File: config.mk
export PLATFORM = sky130hd
export DESIGN_NAME = rmc_top
export DESIGN_NICKNAME = d
export VERILOG_FILES = /design/src/verilog/rmc_pkg.sv /design/src/verilog/rmc_prediv_if.sv /design/src/verilog/rmc_prediv.sv /design/src/verilog/rmc_top.sv
export VERILOG_INCLUDE_DIRS = /design/src /design/src/verilog
export SDC_FILE = /design/constraint.sdc
export NUM_CORES = 1
export LEC_CHECK = 0
export ABC_AREA = 1
export BUFFER_PORTS_ARGS = -buffer_cell sky130_fd_sc_hd__buf_2
export CORE_MARGIN = 1.5
export CORE_UTILIZATION = 64
export CTS_CLUSTER_SIZE = 8
export DETAILED_ROUTE_END_ITERATION = 10
export PLACE_DENSITY = 0.86
export SYNTH_ARGS = -nofsm -noshare
export SYNTH_HDL_FRONTEND = slang
export SYNTH_SLANG_ARGS = --single-unit
File: constraint.sdc
create_clock -name clk_i -period 8.35 [get_ports clk_i]
set_input_delay 1.2525 -clock clk_i [delete_from_list [all_inputs] [get_ports clk_i]]
set_output_delay 1.2525 -clock clk_i [all_outputs]
set_load 0.03 [all_outputs]
File: src/verilog/rmc_defines.svh
// Purpose: offsets, field positions, reset values and timing counts
// Assumes: 8-bit register port, 25 MHz system clock
// Notes:   included by bare name
`ifndef RMC_DEFINES_SVH
`define RMC_DEFINES_SVH

// ==========================================================
// register offsets
`define RMC_ADDR_CYCLE_GUARD      8'h14
`define RMC_ADDR_PREDIV_LOW       8'h15
`define RMC_ADDR_TRIG_AVG_HIGH    8'h16
`define RMC_ADDR_PORT_WARMUP_PIN  8'h17
`define RMC_ADDR_TIMEMEAS_A       8'h18
`define RMC_ADDR_TIMEMEAS_B       8'h19
`define RMC_ADDR_OLF_FREQ         8'h30
`define RMC_ADDR_RESULT_LOW       8'h31
`define RMC_ADDR_RESULT_HIGH      8'h32
`define RMC_ADDR_STATUS           8'h33

// ==========================================================
// implemented-bit masks
`define RMC_MASK_CYCLE_GUARD      8'h87
`define RMC_MASK_PREDIV_LOW       8'hff
`define RMC_MASK_TRIG_AVG_HIGH    8'h7f
`define RMC_MASK_PORT_WARMUP_PIN  8'hf7
`define RMC_MASK_TIMEMEAS_A       8'h3f
`define RMC_MASK_TIMEMEAS_B       8'hfc
`define RMC_MASK_OLF_FREQ         8'h03

// ==========================================================
// reset values
`define RMC_RST_CYCLE_GUARD       8'h07
`define RMC_RST_PREDIV_LOW        8'h00
`define RMC_RST_TRIG_AVG_HIGH     8'h50
`define RMC_RST_PORT_WARMUP_PIN   8'h00
`define RMC_RST_TIMEMEAS_A        8'h33
`define RMC_RST_TIMEMEAS_B        8'h04
`define RMC_RST_OLF_FREQ          8'h00

// ==========================================================
// field positions
`define RMC_CYCLE_SEL_BIT         7
`define RMC_TRIM_MSB              2
`define RMC_TRIG_SRC_MSB          6
`define RMC_TRIG_SRC_LSB          4
`define RMC_AVG_MSB               3
`define RMC_AVG_LSB               2
`define RMC_PREDIV_HIGH_MSB       1
`define RMC_PORT_SENSOR_BIT       7
`define RMC_PORT_REF_BIT          6
`define RMC_PORT_INT_SENSOR_BIT   5
`define RMC_PORT_INT_REFRES_BIT   4
`define RMC_WARMUP_BIT            2
`define RMC_PIN_SEL_MSB           1

// ==========================================================
// timing: clock rate, oscillator periods and cycle times in ns
`define RMC_CLK_MHZ               25
`define RMC_OLF_NS_10K            100000
`define RMC_OLF_NS_50K            20000
`define RMC_OLF_NS_100K           10000
`define RMC_OLF_NS_200K           5000
`define RMC_CYC0_NS_10K           100000
`define RMC_CYC1_NS_10K           200000
`define RMC_CYC0_NS_50K           20000
`define RMC_CYC1_NS_50K           40000
`define RMC_CYC0_NS_100K          10000
`define RMC_CYC1_NS_100K          20000
`define RMC_CYC0_NS_200K          20000
`define RMC_CYC1_NS_200K          40000
`define RMC_WARMUP_SHORT          5'h02
`define RMC_WARMUP_LONG           5'h08

`endif

File: src/verilog/rmc_pkg.sv
// Purpose: shared types of the temperature measurement control
// Assumes: nothing
// Notes:   constants live in rmc_defines.svh
package rmc_pkg;

    // ==========================================================
    // sequencer states, gray along idle-wait-warm-measure-done
    typedef enum logic [2:0] {
        RMC_IDLE = 3'h0,
        RMC_WAIT = 3'h1,
        RMC_WARM = 3'h3,
        RMC_MEAS = 3'h2,
        RMC_DONE = 3'h6
    } rmc_state_t;

    // ==========================================================
    // trigger source codes
    typedef enum logic [2:0] {
        RMC_SRC_OFF      = 3'h0,
        RMC_SRC_TIMER    = 3'h1,
        RMC_SRC_PIN      = 3'h3,
        RMC_SRC_CDC_ASYN = 3'h5,
        RMC_SRC_CDC_SYN  = 3'h6
    } rmc_src_t;

    // ==========================================================
    // oscillator frequency
    typedef enum logic [1:0] {
        RMC_OLF_10K  = 2'h0,
        RMC_OLF_50K  = 2'h1,
        RMC_OLF_100K = 2'h2,
        RMC_OLF_200K = 2'h3
    } rmc_olf_t;

endpackage

File: src/verilog/rmc_prediv_if.sv
// Purpose: link between sequencer and trigger pre-divider
// Assumes: single clock domain
// Notes:   pass is combinational from trig
`timescale 1ns/1ps
interface rmc_prediv_if;
    logic [9:0] factor;
    logic       trig;
    logic       hold;
    logic       pass;
    modport ctrl (output factor, output trig, output hold, input pass);
    modport div  (input factor, input trig, input hold, output pass);
endinterface

File: src/verilog/rmc_prediv.sv
// Purpose: passes every nth trigger
// Assumes: reset already synchronised
// Notes:   factor 0 and 1 pass every trigger
`timescale 1ns/1ps
module rmc_prediv (
    // clock and reset
    input  wire logic  clk_i,
    input  wire logic  rst_n_i,
    // divider link
    rmc_prediv_if.div  pd
);
    logic [9:0] cnt_reg;
    logic       last;

    // ==========================================================
    // divider
    assign last    = (pd.factor <= 10'h001) || (cnt_reg == (pd.factor - 10'h001));
    assign pd.pass = pd.trig & last;

    always_ff @(posedge clk_i or negedge rst_n_i) begin
        if (!rst_n_i) begin
            cnt_reg <= 10'h000;
        end else if (pd.hold) begin
            cnt_reg <= 10'h000;
        end else if (pd.trig) begin
            cnt_reg <= last ? 10'h000 : cnt_reg + 10'h001;
        end
    end
endmodule

File: src/verilog/rmc_top.sv
// Purpose: temperature (resistance) conversion control and configuration
// Assumes: 25 MHz clk_i, oscillator derived as a divided enable pulse
// Notes on behaviour
// - cycle select bit 7 gives 100 or 200 us at 10 kHz oscillator.
// - cycle time follows oscillator: 50k 20/40, 100k 10/20, 200k 20/40 us.
// - ten-bit pre-divider passes every nth trigger, 0 and 1 pass all.
// - pre-divider sets capacitance to temperature conversion ratio.
// - timer source divides oscillator clock by the same pre-divider.
// - trigger source bits 6:4: off, timer, pin, cdc async, cdc sync.
// - codes 5 and 6 start on end of capacitance conversion.
// - opcode start works while idle (ignored while busy), any trigger source.
// - averaging bits 3:2 give 1, 4, 8 or 16 samples.
// - bit 6 enables reference port, bit 7 the sensor port.
// - bit 5 enables the internal aluminium sensor port.
// - bit 4 enables the internal reference resistor port.
// - warm-up bit 2 selects 2 or 8 warm-up cycles.
// - warm-up cycles run first and never enter the result.
// - pin select bits 1:0 pick which gp pin starts conversions.
//
// Strobed register access was left to the implementer.
`timescale 1ns/1ps
`include "rmc_defines.svh"
module rmc_top (
    // clock and reset
    input  wire logic        clk_i,
    input  wire logic        rst_n_i,
    // register port
    input  wire logic [7:0]  reg_addr_i,
    input  wire logic [7:0]  reg_wdata_i,
    input  wire logic        reg_wr_i,
    input  wire logic        reg_rd_i,
    output logic      [7:0]  reg_rdata_o,
    // start sources
    input  wire logic        cdc_done_i,
    input  wire logic        opcode_start_i,
    input  wire logic [3:0]  gp_pin_i,
    // front end
    input  wire logic [15:0] sample_i,
    output logic             temp_reference_port_en_o,
    output logic             temp_sensor_port_en_o,
    output logic             internal_sensor_port_enable_o,
    output logic             internal_refres_port_enable_o,
    output logic      [2:0]  guard_amp_current_trim_o,
    output logic      [7:0]  timemeas_a_o,
    output logic      [7:0]  timemeas_b_o,
    // status
    output logic             cycle_strobe_o,
    output logic             warmup_o,
    output logic             busy_o,
    output logic      [15:0] result_o,
    output logic             result_valid_o
);
    // ==========================================================
    // reset release
    logic       rst_s1_reg;
    logic       rst_n;

    always_ff @(posedge clk_i or negedge rst_n_i) begin
        if (!rst_n_i) begin
            rst_s1_reg <= 1'b0;
            rst_n      <= 1'b0;
        end else begin
            rst_s1_reg <= 1'b1;
            rst_n      <= rst_s1_reg;
        end
    end

    // ==========================================================
    // registers
    logic [7:0] cyc_reg;
    logic [7:0] pdl_reg;
    logic [7:0] trg_reg;
    logic [7:0] prt_reg;
    logic [7:0] tma_reg;
    logic [7:0] tmb_reg;
    logic [7:0] olf_reg;

    always_ff @(posedge clk_i or negedge rst_n) begin
        if (!rst_n) begin
            cyc_reg <= `RMC_RST_CYCLE_GUARD;
            pdl_reg <= `RMC_RST_PREDIV_LOW;
            trg_reg <= `RMC_RST_TRIG_AVG_HIGH;
            prt_reg <= `RMC_RST_PORT_WARMUP_PIN;
            tma_reg <= `RMC_RST_TIMEMEAS_A;
            tmb_reg <= `RMC_RST_TIMEMEAS_B;
            olf_reg <= `RMC_RST_OLF_FREQ;
        end else if (reg_wr_i) begin
            case (reg_addr_i)
                `RMC_ADDR_CYCLE_GUARD:     cyc_reg <= reg_wdata_i & `RMC_MASK_CYCLE_GUARD;
                `RMC_ADDR_PREDIV_LOW:      pdl_reg <= reg_wdata_i & `RMC_MASK_PREDIV_LOW;
                `RMC_ADDR_TRIG_AVG_HIGH:   trg_reg <= reg_wdata_i & `RMC_MASK_TRIG_AVG_HIGH;
                `RMC_ADDR_PORT_WARMUP_PIN: prt_reg <= reg_wdata_i & `RMC_MASK_PORT_WARMUP_PIN;
                `RMC_ADDR_TIMEMEAS_A:      tma_reg <= reg_wdata_i & `RMC_MASK_TIMEMEAS_A;
                `RMC_ADDR_TIMEMEAS_B:      tmb_reg <= reg_wdata_i & `RMC_MASK_TIMEMEAS_B;
                `RMC_ADDR_OLF_FREQ:        olf_reg <= reg_wdata_i & `RMC_MASK_OLF_FREQ;
                default: begin
                end
            endcase
        end
    end

    // ==========================================================
    // field decode
    logic              temp_cycle_select;
    logic [9:0]        temp_trigger_predivider;
    rmc_pkg::rmc_src_t temp_trigger_source;
    logic [1:0]        temp_average_depth;
    logic              warmup_long;
    logic [1:0]        temp_start_pin_select;
    rmc_pkg::rmc_olf_t olf_sel;

    assign temp_cycle_select       = cyc_reg[`RMC_CYCLE_SEL_BIT];
    assign temp_trigger_predivider = {trg_reg[`RMC_PREDIV_HIGH_MSB:0], pdl_reg};
    assign temp_trigger_source     =
        rmc_pkg::rmc_src_t'(trg_reg[`RMC_TRIG_SRC_MSB:`RMC_TRIG_SRC_LSB]);
    assign temp_average_depth      = trg_reg[`RMC_AVG_MSB:`RMC_AVG_LSB];
    assign warmup_long             = prt_reg[`RMC_WARMUP_BIT];
    assign temp_start_pin_select   = prt_reg[`RMC_PIN_SEL_MSB:0];
    assign olf_sel                 = rmc_pkg::rmc_olf_t'(olf_reg[1:0]);

    // ==========================================================
    // oscillator enable pulse
    localparam int OLF_CLKS_10K  = `RMC_OLF_NS_10K * `RMC_CLK_MHZ / 1000;
    localparam int OLF_CLKS_50K  = `RMC_OLF_NS_50K * `RMC_CLK_MHZ / 1000;
    localparam int OLF_CLKS_100K = `RMC_OLF_NS_100K * `RMC_CLK_MHZ / 1000;
    localparam int OLF_CLKS_200K = `RMC_OLF_NS_200K * `RMC_CLK_MHZ / 1000;

    logic [11:0] olf_cnt_reg;
    logic [11:0] olf_top;
    logic        olf_tick;

    always_comb begin
        case (olf_sel)
            rmc_pkg::RMC_OLF_10K:  olf_top = 12'(OLF_CLKS_10K - 1);
            rmc_pkg::RMC_OLF_50K:  olf_top = 12'(OLF_CLKS_50K - 1);
            rmc_pkg::RMC_OLF_100K: olf_top = 12'(OLF_CLKS_100K - 1);
            default:               olf_top = 12'(OLF_CLKS_200K - 1);
        endcase
    end

    assign olf_tick = (olf_cnt_reg >= olf_top);

    always_ff @(posedge clk_i or negedge rst_n) begin
        if (!rst_n) begin
            olf_cnt_reg <= 12'h000;
        end else begin
            olf_cnt_reg <= olf_tick ? 12'h000 : olf_cnt_reg + 12'h001;
        end
    end

    // ==========================================================
    // cycle length in oscillator periods
    localparam int C0_10K  = `RMC_CYC0_NS_10K / `RMC_OLF_NS_10K;
    localparam int C1_10K  = `RMC_CYC1_NS_10K / `RMC_OLF_NS_10K;
    localparam int C0_50K  = `RMC_CYC0_NS_50K / `RMC_OLF_NS_50K;
    localparam int C1_50K  = `RMC_CYC1_NS_50K / `RMC_OLF_NS_50K;
    localparam int C0_100K = `RMC_CYC0_NS_100K / `RMC_OLF_NS_100K;
    localparam int C1_100K = `RMC_CYC1_NS_100K / `RMC_OLF_NS_100K;
    localparam int C0_200K = `RMC_CYC0_NS_200K / `RMC_OLF_NS_200K;
    localparam int C1_200K = `RMC_CYC1_NS_200K / `RMC_OLF_NS_200K;

    logic [3:0] cyc_ticks;

    always_comb begin
        case (olf_sel)
            rmc_pkg::RMC_OLF_10K:  cyc_ticks = 4'(temp_cycle_select ? C1_10K : C0_10K);
            rmc_pkg::RMC_OLF_50K:  cyc_ticks = 4'(temp_cycle_select ? C1_50K : C0_50K);
            rmc_pkg::RMC_OLF_100K: cyc_ticks = 4'(temp_cycle_select ? C1_100K : C0_100K);
            default:               cyc_ticks = 4'(temp_cycle_select ? C1_200K : C0_200K);
        endcase
    end

    // ==========================================================
    // start pin synchronisers
    logic [3:0] pin_s1_reg;
    logic [3:0] pin_s2_reg;
    logic [3:0] pin_s3_reg;
    logic [3:0] pin_lvl_reg;
    logic [3:0] pin_prev_reg;

    genvar gi;
    generate
        for (gi = 0; gi < 4; gi++) begin : g_pin
            always_ff @(posedge clk_i or negedge rst_n) begin
                if (!rst_n) begin
                    pin_s1_reg[gi]   <= 1'b0;
                    pin_s2_reg[gi]   <= 1'b0;
                    pin_s3_reg[gi]   <= 1'b0;
                    pin_lvl_reg[gi]  <= 1'b0;
                    pin_prev_reg[gi] <= 1'b0;
                end else begin
                    pin_s1_reg[gi]   <= gp_pin_i[gi];
                    pin_s2_reg[gi]   <= pin_s1_reg[gi];
                    pin_s3_reg[gi]   <= pin_s2_reg[gi];
                    pin_prev_reg[gi] <= pin_lvl_reg[gi];
                    if (pin_s2_reg[gi] == pin_s3_reg[gi]) begin
                        pin_lvl_reg[gi] <= pin_s3_reg[gi];
                    end
                end
            end
        end
    endgenerate

    logic pin_rise;
    assign pin_rise = pin_lvl_reg[temp_start_pin_select]
                    & ~pin_prev_reg[temp_start_pin_select];

    // ==========================================================
    // trigger source and pre-divider
    rmc_prediv_if pd ();
    logic src_trig;

    always_comb begin
        case (temp_trigger_source)
            rmc_pkg::RMC_SRC_TIMER:    src_trig = olf_tick;
            rmc_pkg::RMC_SRC_PIN:      src_trig = pin_rise;
            rmc_pkg::RMC_SRC_CDC_ASYN: src_trig = cdc_done_i;
            rmc_pkg::RMC_SRC_CDC_SYN:  src_trig = cdc_done_i;
            default:                   src_trig = 1'b0;
        endcase
    end

    assign pd.factor = temp_trigger_predivider;
    assign pd.trig   = src_trig;
    assign pd.hold   = (temp_trigger_source == rmc_pkg::RMC_SRC_OFF);

    rmc_prediv u_prediv (
        .clk_i   (clk_i),
        .rst_n_i (rst_n),
        .pd      (pd)
    );

    // ==========================================================
    // sequencer
    rmc_pkg::rmc_state_t state_reg;
    rmc_pkg::rmc_state_t state_next;
    logic [3:0]  tick_cnt_reg;
    logic [4:0]  smp_cnt_reg;
    logic [19:0] acc_reg;
    logic        cycle_end;
    logic        start_req;
    logic        sync_mode;
    logic [4:0]  warm_total;
    logic [4:0]  avg_total;

    assign start_req  = opcode_start_i | pd.pass;
    assign sync_mode  = (temp_trigger_source == rmc_pkg::RMC_SRC_CDC_SYN) & ~opcode_start_i;
    assign warm_total = warmup_long ? `RMC_WARMUP_LONG : `RMC_WARMUP_SHORT;
    assign avg_total  = (temp_average_depth == 2'h0) ? 5'h01 :
                        (5'h02 << temp_average_depth);
    assign cycle_end  = olf_tick && (tick_cnt_reg + 4'h1 >= cyc_ticks);

    always_comb begin
        state_next = state_reg;
        case (state_reg)
            rmc_pkg::RMC_IDLE: begin
                if (start_req) begin
                    state_next = sync_mode ? rmc_pkg::RMC_WAIT : rmc_pkg::RMC_WARM;
                end
            end
            rmc_pkg::RMC_WAIT: begin
                if (olf_tick) begin
                    state_next = rmc_pkg::RMC_WARM;
                end
            end
            rmc_pkg::RMC_WARM: begin
                if (cycle_end && smp_cnt_reg + 5'h01 >= warm_total) begin
                    state_next = rmc_pkg::RMC_MEAS;
                end
            end
            rmc_pkg::RMC_MEAS: begin
                if (cycle_end && smp_cnt_reg + 5'h01 >= avg_total) begin
                    state_next = rmc_pkg::RMC_DONE;
                end
            end
            rmc_pkg::RMC_DONE: state_next = rmc_pkg::RMC_IDLE;
            default:           state_next = rmc_pkg::RMC_IDLE;
        endcase
    end

    always_ff @(posedge clk_i or negedge rst_n) begin
        if (!rst_n) begin
            state_reg <= rmc_pkg::RMC_IDLE;
        end else begin
            state_reg <= state_next;
        end
    end

    // cycle timer and sample counter, frozen while idle
    always_ff @(posedge clk_i or negedge rst_n) begin
        if (!rst_n) begin
            tick_cnt_reg <= 4'h0;
            smp_cnt_reg  <= 5'h00;
        end else if (state_reg != state_next) begin
            tick_cnt_reg <= 4'h0;
            smp_cnt_reg  <= 5'h00;
        end else if (cycle_end && (state_reg == rmc_pkg::RMC_WARM
                                   || state_reg == rmc_pkg::RMC_MEAS)) begin
            tick_cnt_reg <= 4'h0;
            smp_cnt_reg  <= smp_cnt_reg + 5'h01;
        end else if (olf_tick && state_reg != rmc_pkg::RMC_IDLE) begin
            tick_cnt_reg <= tick_cnt_reg + 4'h1;
        end
    end

    // accumulator takes only measuring cycles
    always_ff @(posedge clk_i or negedge rst_n) begin
        if (!rst_n) begin
            acc_reg <= 20'h00000;
        end else if (state_reg == rmc_pkg::RMC_IDLE) begin
            acc_reg <= 20'h00000;
        end else if (cycle_end && state_reg == rmc_pkg::RMC_MEAS) begin
            acc_reg <= acc_reg + {4'h0, sample_i};
        end
    end

    // result and strobes
    always_ff @(posedge clk_i or negedge rst_n) begin
        if (!rst_n) begin
            result_o       <= 16'h0000;
            result_valid_o <= 1'b0;
            cycle_strobe_o <= 1'b0;
        end else begin
            result_valid_o <= (state_reg == rmc_pkg::RMC_DONE);
            cycle_strobe_o <= cycle_end && (state_reg == rmc_pkg::RMC_WARM
                                            || state_reg == rmc_pkg::RMC_MEAS);
            if (state_reg == rmc_pkg::RMC_DONE) begin
                result_o <= 16'(acc_reg >> ((temp_average_depth == 2'h0) ? 3'h0 :
                                            3'(temp_average_depth) + 3'h1));
            end
        end
    end

    // ==========================================================
    // port enables and status outputs
    logic active;
    assign active = (state_reg == rmc_pkg::RMC_WARM) || (state_reg == rmc_pkg::RMC_MEAS);

    always_ff @(posedge clk_i or negedge rst_n) begin
        if (!rst_n) begin
            temp_reference_port_en_o      <= 1'b0;
            temp_sensor_port_en_o         <= 1'b0;
            internal_sensor_port_enable_o <= 1'b0;
            internal_refres_port_enable_o <= 1'b0;
            warmup_o                      <= 1'b0;
            busy_o                        <= 1'b0;
        end else begin
            temp_reference_port_en_o      <= active & prt_reg[`RMC_PORT_REF_BIT];
            temp_sensor_port_en_o         <= active & prt_reg[`RMC_PORT_SENSOR_BIT];
            internal_sensor_port_enable_o <= active & prt_reg[`RMC_PORT_INT_SENSOR_BIT];
            internal_refres_port_enable_o <= active & prt_reg[`RMC_PORT_INT_REFRES_BIT];
            warmup_o                      <= (state_next == rmc_pkg::RMC_WARM);
            busy_o                        <= (state_next != rmc_pkg::RMC_IDLE);
        end
    end

    assign guard_amp_current_trim_o = cyc_reg[`RMC_TRIM_MSB:0];
    assign timemeas_a_o             = tma_reg;
    assign timemeas_b_o             = tmb_reg;

    // ==========================================================
    // read port
    always_ff @(posedge clk_i or negedge rst_n) begin
        if (!rst_n) begin
            reg_rdata_o <= 8'h00;
        end else if (reg_rd_i) begin
            case (reg_addr_i)
                `RMC_ADDR_CYCLE_GUARD:     reg_rdata_o <= cyc_reg;
                `RMC_ADDR_PREDIV_LOW:      reg_rdata_o <= pdl_reg;
                `RMC_ADDR_TRIG_AVG_HIGH:   reg_rdata_o <= trg_reg;
                `RMC_ADDR_PORT_WARMUP_PIN: reg_rdata_o <= prt_reg;
                `RMC_ADDR_TIMEMEAS_A:      reg_rdata_o <= tma_reg;
                `RMC_ADDR_TIMEMEAS_B:      reg_rdata_o <= tmb_reg;
                `RMC_ADDR_OLF_FREQ:        reg_rdata_o <= olf_reg;
                `RMC_ADDR_RESULT_LOW:      reg_rdata_o <= result_o[7:0];
                `RMC_ADDR_RESULT_HIGH:     reg_rdata_o <= result_o[15:8];
                `RMC_ADDR_STATUS:          reg_rdata_o <= {5'h00, state_reg};
                default:                   reg_rdata_o <= 8'h00;
            endcase
        end else begin
            reg_rdata_o <= 8'h00;
        end
    end
endmodule

After elaboration in Yosys (flattened, before gate mapping)
Index checks and enable logic that the tools add are counted.

Bits in registers: 148. Input bits: 42. Output and inout port bits: 51. Logic and storage cells: 155.

Add/subtract/negate cells: 7. Magnitude comparators: 6. Eq/ne operators: 27. Shift operators: 2. Mux-type cells: 31. Bitwise gates (word level): 10. Reductions and logical operators: 27.

Operators by type and width (number): $pmux 8 s10 (1); $eq 8x5->1 const B (6); $mux 20 (2); $pmux 12 s3 (1); $eq 8x6->1 const B (4); $mux 10 (3); $mux 4 (6); $add 20x16->20 (1); $shr 20x3->16 (1); $mux 3 (5); $mux 5 (3); $reduce_and 2->1 (7); $add 12x1->12 const B (1); $eq 3x2->1 const B (4); $ge 12x12->1 (1); $mux 12 (1); $pmux 3 s4 (1); $add 10x1->10 const B (1); $eq 10x10->1 (1); $le 10x1->1 const B (1); $sub 10x1->10 const B (1); $eq 3x3->1 const B (3); $reduce_bool 3->1 (3); $mux 8 (1); 27 further kinds (51).

Logic depth before layout (Yosys ltp)
Gate-level depths: netlist (run 1).

Depth after elaboration: 11. Mapped depth: 20. Mapped depth without buffers: 20.

Cells and area by module
From an unflattened synthesis (run 1), not the netlist that was laid out.

Cell total of the unflattened synthesis: 1151. Area, all modules: 8929.8 sq um.

Modules (own cells, without submodules): rmc_top (instances 1, cells an instance 973, area each 7871.3 sq um); rmc_prediv (instances 1, cells an instance 178, area each 1058.5 sq um).

Least setup slack after synthesis (run 1)
No wires, ideal clock.

Path kind: input -> register. Start point: input port sample_i[2]. End point: register acc_reg[17]. Setup time: 0.122 ns. Arrival: 2.826 ns. Data required time: 8.228 ns. Setup slack: 5.402 ns. Cell stages on the path: 11. Path buffers: 0. Cell sequence: ha_1 a21oi_1 nand2_1 a21oi_1 o21bai_2 a21oi_1 o21ai_1 a22oi_2 o21ai_0 nand2_1 nor2_1.

Word-level cells in the longest chain between the ends: 3.

Ends and longest elaborated chain: from (decl) (RTL line rmc_top.sv:38) `input wire logic [15:0] sample_i,`; $add 20x16->20 (RTL line rmc_top.sv:313) `acc_reg <= acc_reg + {4'h0, sample_i};`; $mux 20 (RTL line rmc_top.sv:312) `end else if (cycle_end && state_reg == rmc_pkg::RMC_MEAS) begin`; $mux 20 (RTL line rmc_top.sv:310) `end else if (state_reg == rmc_pkg::RMC_IDLE) begin`; to (signal assigned) (RTL line rmc_top.sv:313); to (decl) (RTL line rmc_top.sv:239) `logic [19:0] acc_reg;`.

No other way between the ends. The select of a mux whose other input is x is not followed. A chain may end at the register's enable or synchronous reset.

Final worst setup path (run 1)
Start point: register olf_reg[1]. End point: register u_prediv.cnt_reg[9].

Word-level cells in the longest chain between the ends: 5. Elaborated cells between the ends (all ways): 7. Those cells by class: 1 x order compare; 2 x eq/ne; 2 x mux; 2 x reduce/logical.

Ends and longest elaborated chain: from (decl) (RTL line rmc_top.sv:76) `logic [7:0] olf_reg;`; from (signal assigned) (RTL line rmc_top.sv:86) `` olf_reg <= `RMC_RST_OLF_FREQ; ``; from (signal assigned) (RTL line rmc_top.sv:95) `` `RMC_ADDR_OLF_FREQ: olf_reg <= reg_wdata_i & `RMC_MASK_OLF_FREQ; ``; $eq 2x2->1 (tied with other cells) (RTL line rmc_top.sv:133) `case (olf_sel)`; $pmux 12 s3 (*) (RTL line rmc_top.sv:133); $ge 12x12->1 (*) (RTL line rmc_top.sv:141) `assign olf_tick = (olf_cnt_reg >= olf_top);`; $pmux 1 s3 (*) (RTL line rmc_top.sv:214) `case (temp_trigger_source)`; $reduce_bool 2->1 (no source line) (*); to (signal assigned) (RTL line rmc_prediv.sv:26) `cnt_reg <= last ? 10'h000 : cnt_reg + 10'h001;`; to (decl) (RTL line rmc_prediv.sv:12) `logic [9:0] cnt_reg;`.

Every way passes the cells marked *; elsewhere a longest branch is shown, timed or not.

==> flow_summary_export.csv, run 1 <==
group,metric,value,unit
outcome,outcome,"finished clean",
die,core,12820,µm²
layout,nets,1232,
clock_tree,cts_hold_buf,0,
worst_setup_path,rrSetupSlack,5.32,ns
layout,layout-drive-gt1-share,0.1450,
place,port_buffers,88,
yosys,yosysMostFrequentCell,"nand2_1",
clock_tree,clock_latency,0.44,ns
global_route,grtUsageTotal,0.3167,
yosys,netlist.area_leader.share,0.4055,
worst_setup_path,cp-end-kind,"flip-flop",
global_route,grt_max_degree,58,
timing,worstMarginPinSlew,1.112,ns
yosys,synth_flop_cell,"dfrtp_1",
die,die_w,118.4,µm
yosys,synthesis.area,8516,µm²
yosys,yosys_warnings,0,
clock_tree,post_cts_buffers,0,
drt,drt-initial-drc-count,761,
clock_tree,path_clk_slew,0.07,ns
yosys,synth_fa_ha_area_frac,0.07023,
worst_setup_path,r2r-end,"u_prediv.cnt_reg[9]",
yosys,async_reset_ff_frac,1.000,
worst_setup_path,worstPathMaxFanout,17,
clock_tree,cts_buffer_depth,2,
drt,vias,7745,
drt,drc,0,
layout,fillers,964,
worst_setup_path,r2r-start,"olf_reg[1]",
worst_setup_path,crit_type,"reg -> reg",
layout,areaGrowthSynthToFinish,13.43,%
worst_setup_path,crit_chain,"nand2_1 -> inv_1 -> ha_1 -> nand2_1 -> o21bai_1 -> a21oi_1 -> nand3_2 -> nand2_1 -> nand2_2 -> nor2_2 -> inv_2 -> nand3_1 -> xor2_1 -> nor2_1",
timing,max_freq,0.3297,GHz
clock_tree,cts_tree,"done",
die,num_io_pins,93,
worst_setup_path,cpLargestDelayFamily,"simple AND/OR/NAND/NOR gates",
layout,largest_reg_flops,20,
timing,relSlewSlack,0.2546,
worst_setup_path,cp.arrival,3.36,ns
yosys,synth_top_family_by_area,"simple AND/OR/NAND/NOR gates",
timing,min_period,3.033,ns
yosys,syn-instance-count,1063,
pwr,powerDensity,203.3,nW/µm²
worst_setup_path,crit_cells,14,
drt,drt.antenna.violating_nets,0,
clock_tree,cts_sinks,148,
yosys,ys_seq_area_frac,0.4364,
yosys,synthTopCellsByArea,"dfrtp_1, nand2_1, o21ai_0",
clock_tree,cts_resized,0,
layout,utilization,0.7532,
global_route,grt_pass1_wl,35290,µm
die,initial_core_util,0.6640,
run,drv_cap,0,
timing,rsz0062_at_grt,"false",
yosys,yosysTopAreaCell,"dfrtp_1",
die,die_y,118.4,µm
hold_path,hold_path.class,"reg -> async",
yosys,yosys.area_share.simple,0.2130,
worst_setup_path,crit_top_cell,"nand2_1",
drt,routed_via_density,5.819,
die,die_area,14010,µm²
global_route,grt_overflow,0,
drt,first_pass_iters,8,
global_route,antenna_found_initial,0,
yosys,synth_top_cells_by_count,"nand2_1, dfrtp_1, inv_1, o21ai_0, nor2_1",
yosys,synthDistinctLibCells,57,
yosys,synth_compound_area_frac,0.1574,
pwr,leakage,4.888,nW
yosys,ys_seq_elements,148,
drt,avgRoutedWirePerCell,16.05,µm
timing,hold_viol_final,0,
worst_setup_path,ff2ff_path_depth,14,
yosys,syn_avg_cell_area,8.011,µm²
worst_setup_path,slowest_stage,"dfrtp_1",
timing,setup_viol,0,
clock_tree,cts_made_buffers,17,
yosys,synthMuxAreaShare,0.01425,
worst_setup_path,cp_slowest_stage_delay,0.53,ns
worst_setup_path,worstSetupStartpointType,"flip-flop",
place,dp_hpwl,15470,µm
yosys,synth-edff-count,0,
layout,antenna_cells,0,
place,gp_congestion,0.9360,
die,num_rows,41,
clock_tree,cts-root-buf,"clkbuf_16",
timing,setup_tns,0,ns
worst_setup_path,critPathBufInv,2,
timing,drv_slew,0,
yosys,synth_xor_xnor_area_share,0.02880,
global_route,grt_pass1_vias,7444,
timing,fin_crit_sh,0.3632,
clock_tree,cts_max_level,4,
drt,wl,21360,µm
pwr,irDropWorstVdd,185.6,µV
timing,fin_skew,0.01188,ns
worst_setup_path,cp.required,8.68,ns
## layout make-up
cell class | instances | area, µm² | area share
multi-input cells | 749 | 4143 | 0.4289
flip-flops and latches | 148 | 3720 | 0.3851
inverters | 140 | 528.0 | 0.05466
repair buffers | 90 | 455.4 | 0.04715
clock buffers | 17 | 425.4 | 0.04404
well taps | 172 | 215.2 | 0.02228
clock inverters | 15 | 172.7 | 0.01788
## where the power goes
| part | switching, mW | internal (mW) | leakage [nW] |
|---|---|---|---|
| registers | 0.0551 | 0.771 | 1.90 |
| clock network | 0.364 | 0.407 | 0.292 |
| logic | 0.248 | 0.118 | 2.69 |
## cells by family (layout without fill, tap and decap cells)
| kind of cell | after synthesis | in the layout |
|---|---|---|
| other | 2 | 5 |
| multiplexers | 12 | 12 |
| buffers and inverters | 169 | 262 |
| adder cells (fa/ha/maj) | 48 | 48 |
| XOR/XNOR | 28 | 28 |
| flip-flops | 148 | 148 |
| AND/OR/NAND/NOR | 423 | 423 |
| AO/OA/AOI/OAI | 233 | 233 |
## per-stage QoR
stage                     cells  setup WS (ns)  power [mW]  hold slack, ns  cell area (µm²)
after detailed placement   1299          5.002       1.196          0.3335             9061
after CTS                  1331          5.342       1.961          0.3425             9659
after floorplan            1066          3.938       1.097          0.3312             8527
final                      1331          5.317       1.963          0.3249             9659
after global placement     1299          5.129       1.184          0.3279             9061
after global routing       1331          5.064       2.049          0.3622             9659
## cells in the final DEF (no fill, tap or decap), types with 3 or more instances in the layout
master	Yosys	routed
nand2_1	234	234
dfrtp_1	138	137
inv_1	135	135
o21ai_0	112	112
buf_2	2	88
nor2_1	81	81
a21oi_1	61	61
nand3_1	53	53
ha_1	43	43
xor2_1	19	19
nor3_1	20	19
clkbuf_16	0	17
o22ai_1	15	15
mux2i_1	11	11
dfstp_2	10	10
xnor2_1	9	9
o211ai_1	8	8
inv_8	0	8
nor2_2	6	6
nand4_1	6	6
a221oi_1	6	6
nand2_2	5	5
conb_1	2	5
inv_2	4	4
o21ai_1	4	4
nand3_2	4	4
or2_2	4	4
maj3_1	4	4
a21o_1	3	3
nor4_1	3	3
## worst register-to-register path, stage by stage (launching register included)
cell      delay, ns
dfrtp_1        0.53
nand2_1        0.21
inv_1          0.16
ha_1           0.25
nand2_1        0.10
o21bai_1       0.09
a21oi_1        0.18
nand3_2        0.39
nand2_1        0.20
nand2_2        0.14
nor2_2         0.22
inv_2          0.16
nand3_1        0.11
xor2_1         0.15
nor2_1         0.05
## layer usage
layer	GRT usage	vias to the layer above	part of all wire
li1	-	3678	-
met1	0.4207	3578	0.42
met2	0.4989	403	0.46
met3	0.06226	86	0.086
met4	0.1540	0	0.038
met5	0	-	0
## worst max-delay path by stage
stage,startpoint,end,slack (ns)
after floorplan,rst_n,acc_reg[0],3.94
after global placement,sample_i[2],acc_reg[17],5.13
after detailed placement,sample_i[2],acc_reg[17],5.00
after CTS,olf_reg[1],u_prediv.cnt_reg[9],5.34
after global routing,olf_reg[1],u_prediv.cnt_reg[8],5.06
final,olf_reg[1],u_prediv.cnt_reg[9],5.32
Note: power is estimated with default switching activity, not from simulation.
==> inputs of run 2 (changes only) <==
--- a/config.mk
+++ b/config.mk
@@ -9,10 +9,10 @@
 export ABC_AREA = 1
 export BUFFER_PORTS_ARGS = -buffer_cell sky130_fd_sc_hd__buf_2
 export CORE_MARGIN = 1.5
-export CORE_UTILIZATION = 64
+export CORE_UTILIZATION = 54
 export CTS_CLUSTER_SIZE = 8
 export DETAILED_ROUTE_END_ITERATION = 10
-export PLACE_DENSITY = 0.86
+export PLACE_DENSITY = 0.77
 export SYNTH_ARGS = -nofsm -noshare
 export SYNTH_HDL_FRONTEND = slang
 export SYNTH_SLANG_ARGS = --single-unit
==> constraint.sdc (replaced) <==
create_clock -name clk_i -period 2.7 [get_ports clk_i]
set_input_delay 0.405 -clock clk_i [delete_from_list [all_inputs] [get_ports clk_i]]
set_output_delay 0.405 -clock clk_i [all_outputs]
set_load 0.03 [all_outputs]
==> flow_summary_export.csv, run 2 (same netlist as run 1, synthesis figures left out) <==
group,metric,value,unit
outcome,outcome,"finished clean",
global_route,grt_pass1_wl,33880,µm
timing,finalWorstSetupSlack,0.1933,ns
timing,fin_crit_sh,0.9284,
global_route,grt_max_degree,49,
clock_tree,cts_sinks,148,
clock_tree,path_clk_slew,0.07,ns
hold_path,hold_path.class,"in -> reg",
worst_setup_path,cp-end-kind,"flip-flop",
worst_setup_path,worstSetupStartpointType,"flip-flop",
worst_setup_path,worstPathMaxFanout,7,
worst_setup_path,crit_type,"reg -> reg",
drt,first_pass_iters,7,
drt,routed_via_density,5.436,
layout,layout.cells.most_common_list,"nand2_1, dfrtp_1, inv_1",
die,num_io_pins,93,
timing,fin_skew,0.01154,ns
die,die_w,128.6,µm
global_route,grt_pass1_vias,6900,
layout,final_common_cell,"nand2_1",
timing,setup_viol,0,
global_route,grt_overflow,0,
layout,layout-drive-gt1-share,0.1524,
timing,min_period,2.507,ns
drt,drt-initial-drc-count,575,
clock_tree,clock_latency,0.44,ns
clock_tree,cts_tree,"done",
timing,worstMarginPinSlew,0.6815,ns
pwr,powerDensity,617.6,nW/µm²
timing,hold_viol_final,0,
clock_tree,post_cts_buffers,0,
global_route,grtUsageTotal,0.2621,
drt,drc,0,
place,dp_hpwl,15630,µm
place,port_buffers,88,
drt,avgRoutedWirePerCell,15.09,µm
layout,areaGrowthSynthToFinish,15.43,%
pwr,leakage,4.945,nW
place,gp_congestion,0.8804,
pwr,irDropWorstVdd,499.5,µV
worst_setup_path,cp.required,3.06,ns
global_route,antenna_found_initial,0,
clock_tree,cts_made_buffers,17,
die,core,15310,µm²
timing,drv_slew,0,
timing,rsz0062_at_grt,"false",
timing,relSlewSlack,0.5457,
clock_tree,cts_buffer_depth,2,
clock_tree,cts_max_level,4,
layout,largest_reg_flops,20,
worst_setup_path,cp.arrival,2.86,ns
drt,drt.antenna.violating_nets,0,
timing,setup_tns,0,ns
layout,nets,1241,
run,drv_cap,0,
place,pre_cts_slack,0.2069,ns
timing,max_freq,0.3989,GHz
die,die_area,16530,µm²
drt,wl,20820,µm
clock_tree,cts-root-buf,"clkbuf_16",
drt,vias,7501,
die,num_rows,45,
die,initial_core_util,0.5560,
die,die_y,128.6,µm
## run 2: cell types whose count changed in the layout (fill, tap and decap cells not counted), moves of 2 or more
cell and delta:
inv_8 -3, buf_12 +2, clkinv_8 +4, buf_4 +6
## run 2: power by group
group          leakage (nW)  switching, mW  internal, mW
Combinational          2.75          0.756         0.378
Sequential             1.90          0.181          2.38
Clock                 0.294           1.11          1.26
## run 2: critical path, stage by stage (launching register included)
cell,delay (ns)
dfrtp_2,0.47
nor2_2,0.15
inv_1,0.06
ha_1,0.30
a21oi_1,0.13
nand2_1,0.07
a21oi_1,0.16
nand3_2,0.18
nand2_1,0.12
nand2_2,0.11
nand2_2,0.10
nand2_2,0.07
nand2_2,0.09
o211ai_4,0.11
inv_2,0.07
nand3_2,0.10
nor2_1,0.13
## run 2: layout make-up
cell class	count	area (µm²)
Clock buffer	17	425.4
Antenna cell	1	2.502
Timing Repair Buffer	99	550.5
Sequential cell	148	3721
Inverter	140	528.0
Multi-Input combinational cell	749	4150
Fill cell	1373	5485
Clock inverter	15	187.7
Tap cell	211	264.0
## run 2: path summary, 6_finish.rpt
check | cells past startpoint | startpoint | end | slack [ns]
max | 16 | olf_reg[1] | tick_cnt_reg[1] | 0.19
min | 1 | gp_pin_i[1] | pin_s1_reg[1] | 0.07
max reg2reg | 16 | olf_reg[1] | tick_cnt_reg[1] | 0.19
min reg2reg | 0 | pin_s1_reg[1] | pin_s2_reg[1] | 0.35
max in group asynchronous | 1 | rst_n | acc_reg[5] | 1.60
min in group asynchronous | 2 | rst_n_i | rst_s1_reg | 0.28
## run 2: per-stage QoR
stage / hold WS (ns) / instance area (µm²) / util / power, mW / cells
after floorplan: 0.1094 / 8528 / - / 3.393 / 1066
after detailed placement: 0.1918 / 9195 / 0.6004 / 3.718 / 1346
after global routing: 0.05806 / 9827 / 0.6417 / 6.359 / 1379
after CTS: 0.05976 / 9818 / 0.6411 / 6.096 / 1379
after global placement: 0.1906 / 9195 / 0.6004 / 3.704 / 1346
final: 0.07378 / 9829 / 0.6418 / 6.071 / 1380
## run 2: per-layer routing
layer	share of wire	vias up	GRT usage	wire (µm)
met5	0	-	0	0
met3	0.062	23	0.05988	1300
met1	0.47	3546	0.3678	9699
li1	-	3703	-	-
met4	0.014	0	0.07204	297
met2	0.46	229	0.4114	9523
## run 2: what timing repair did
action,in CTS,in global routing
hold buffers,1,0
endpoints found under the hold margin,2,0
resized for setup,0,3
setup endpoints to repair,0,9
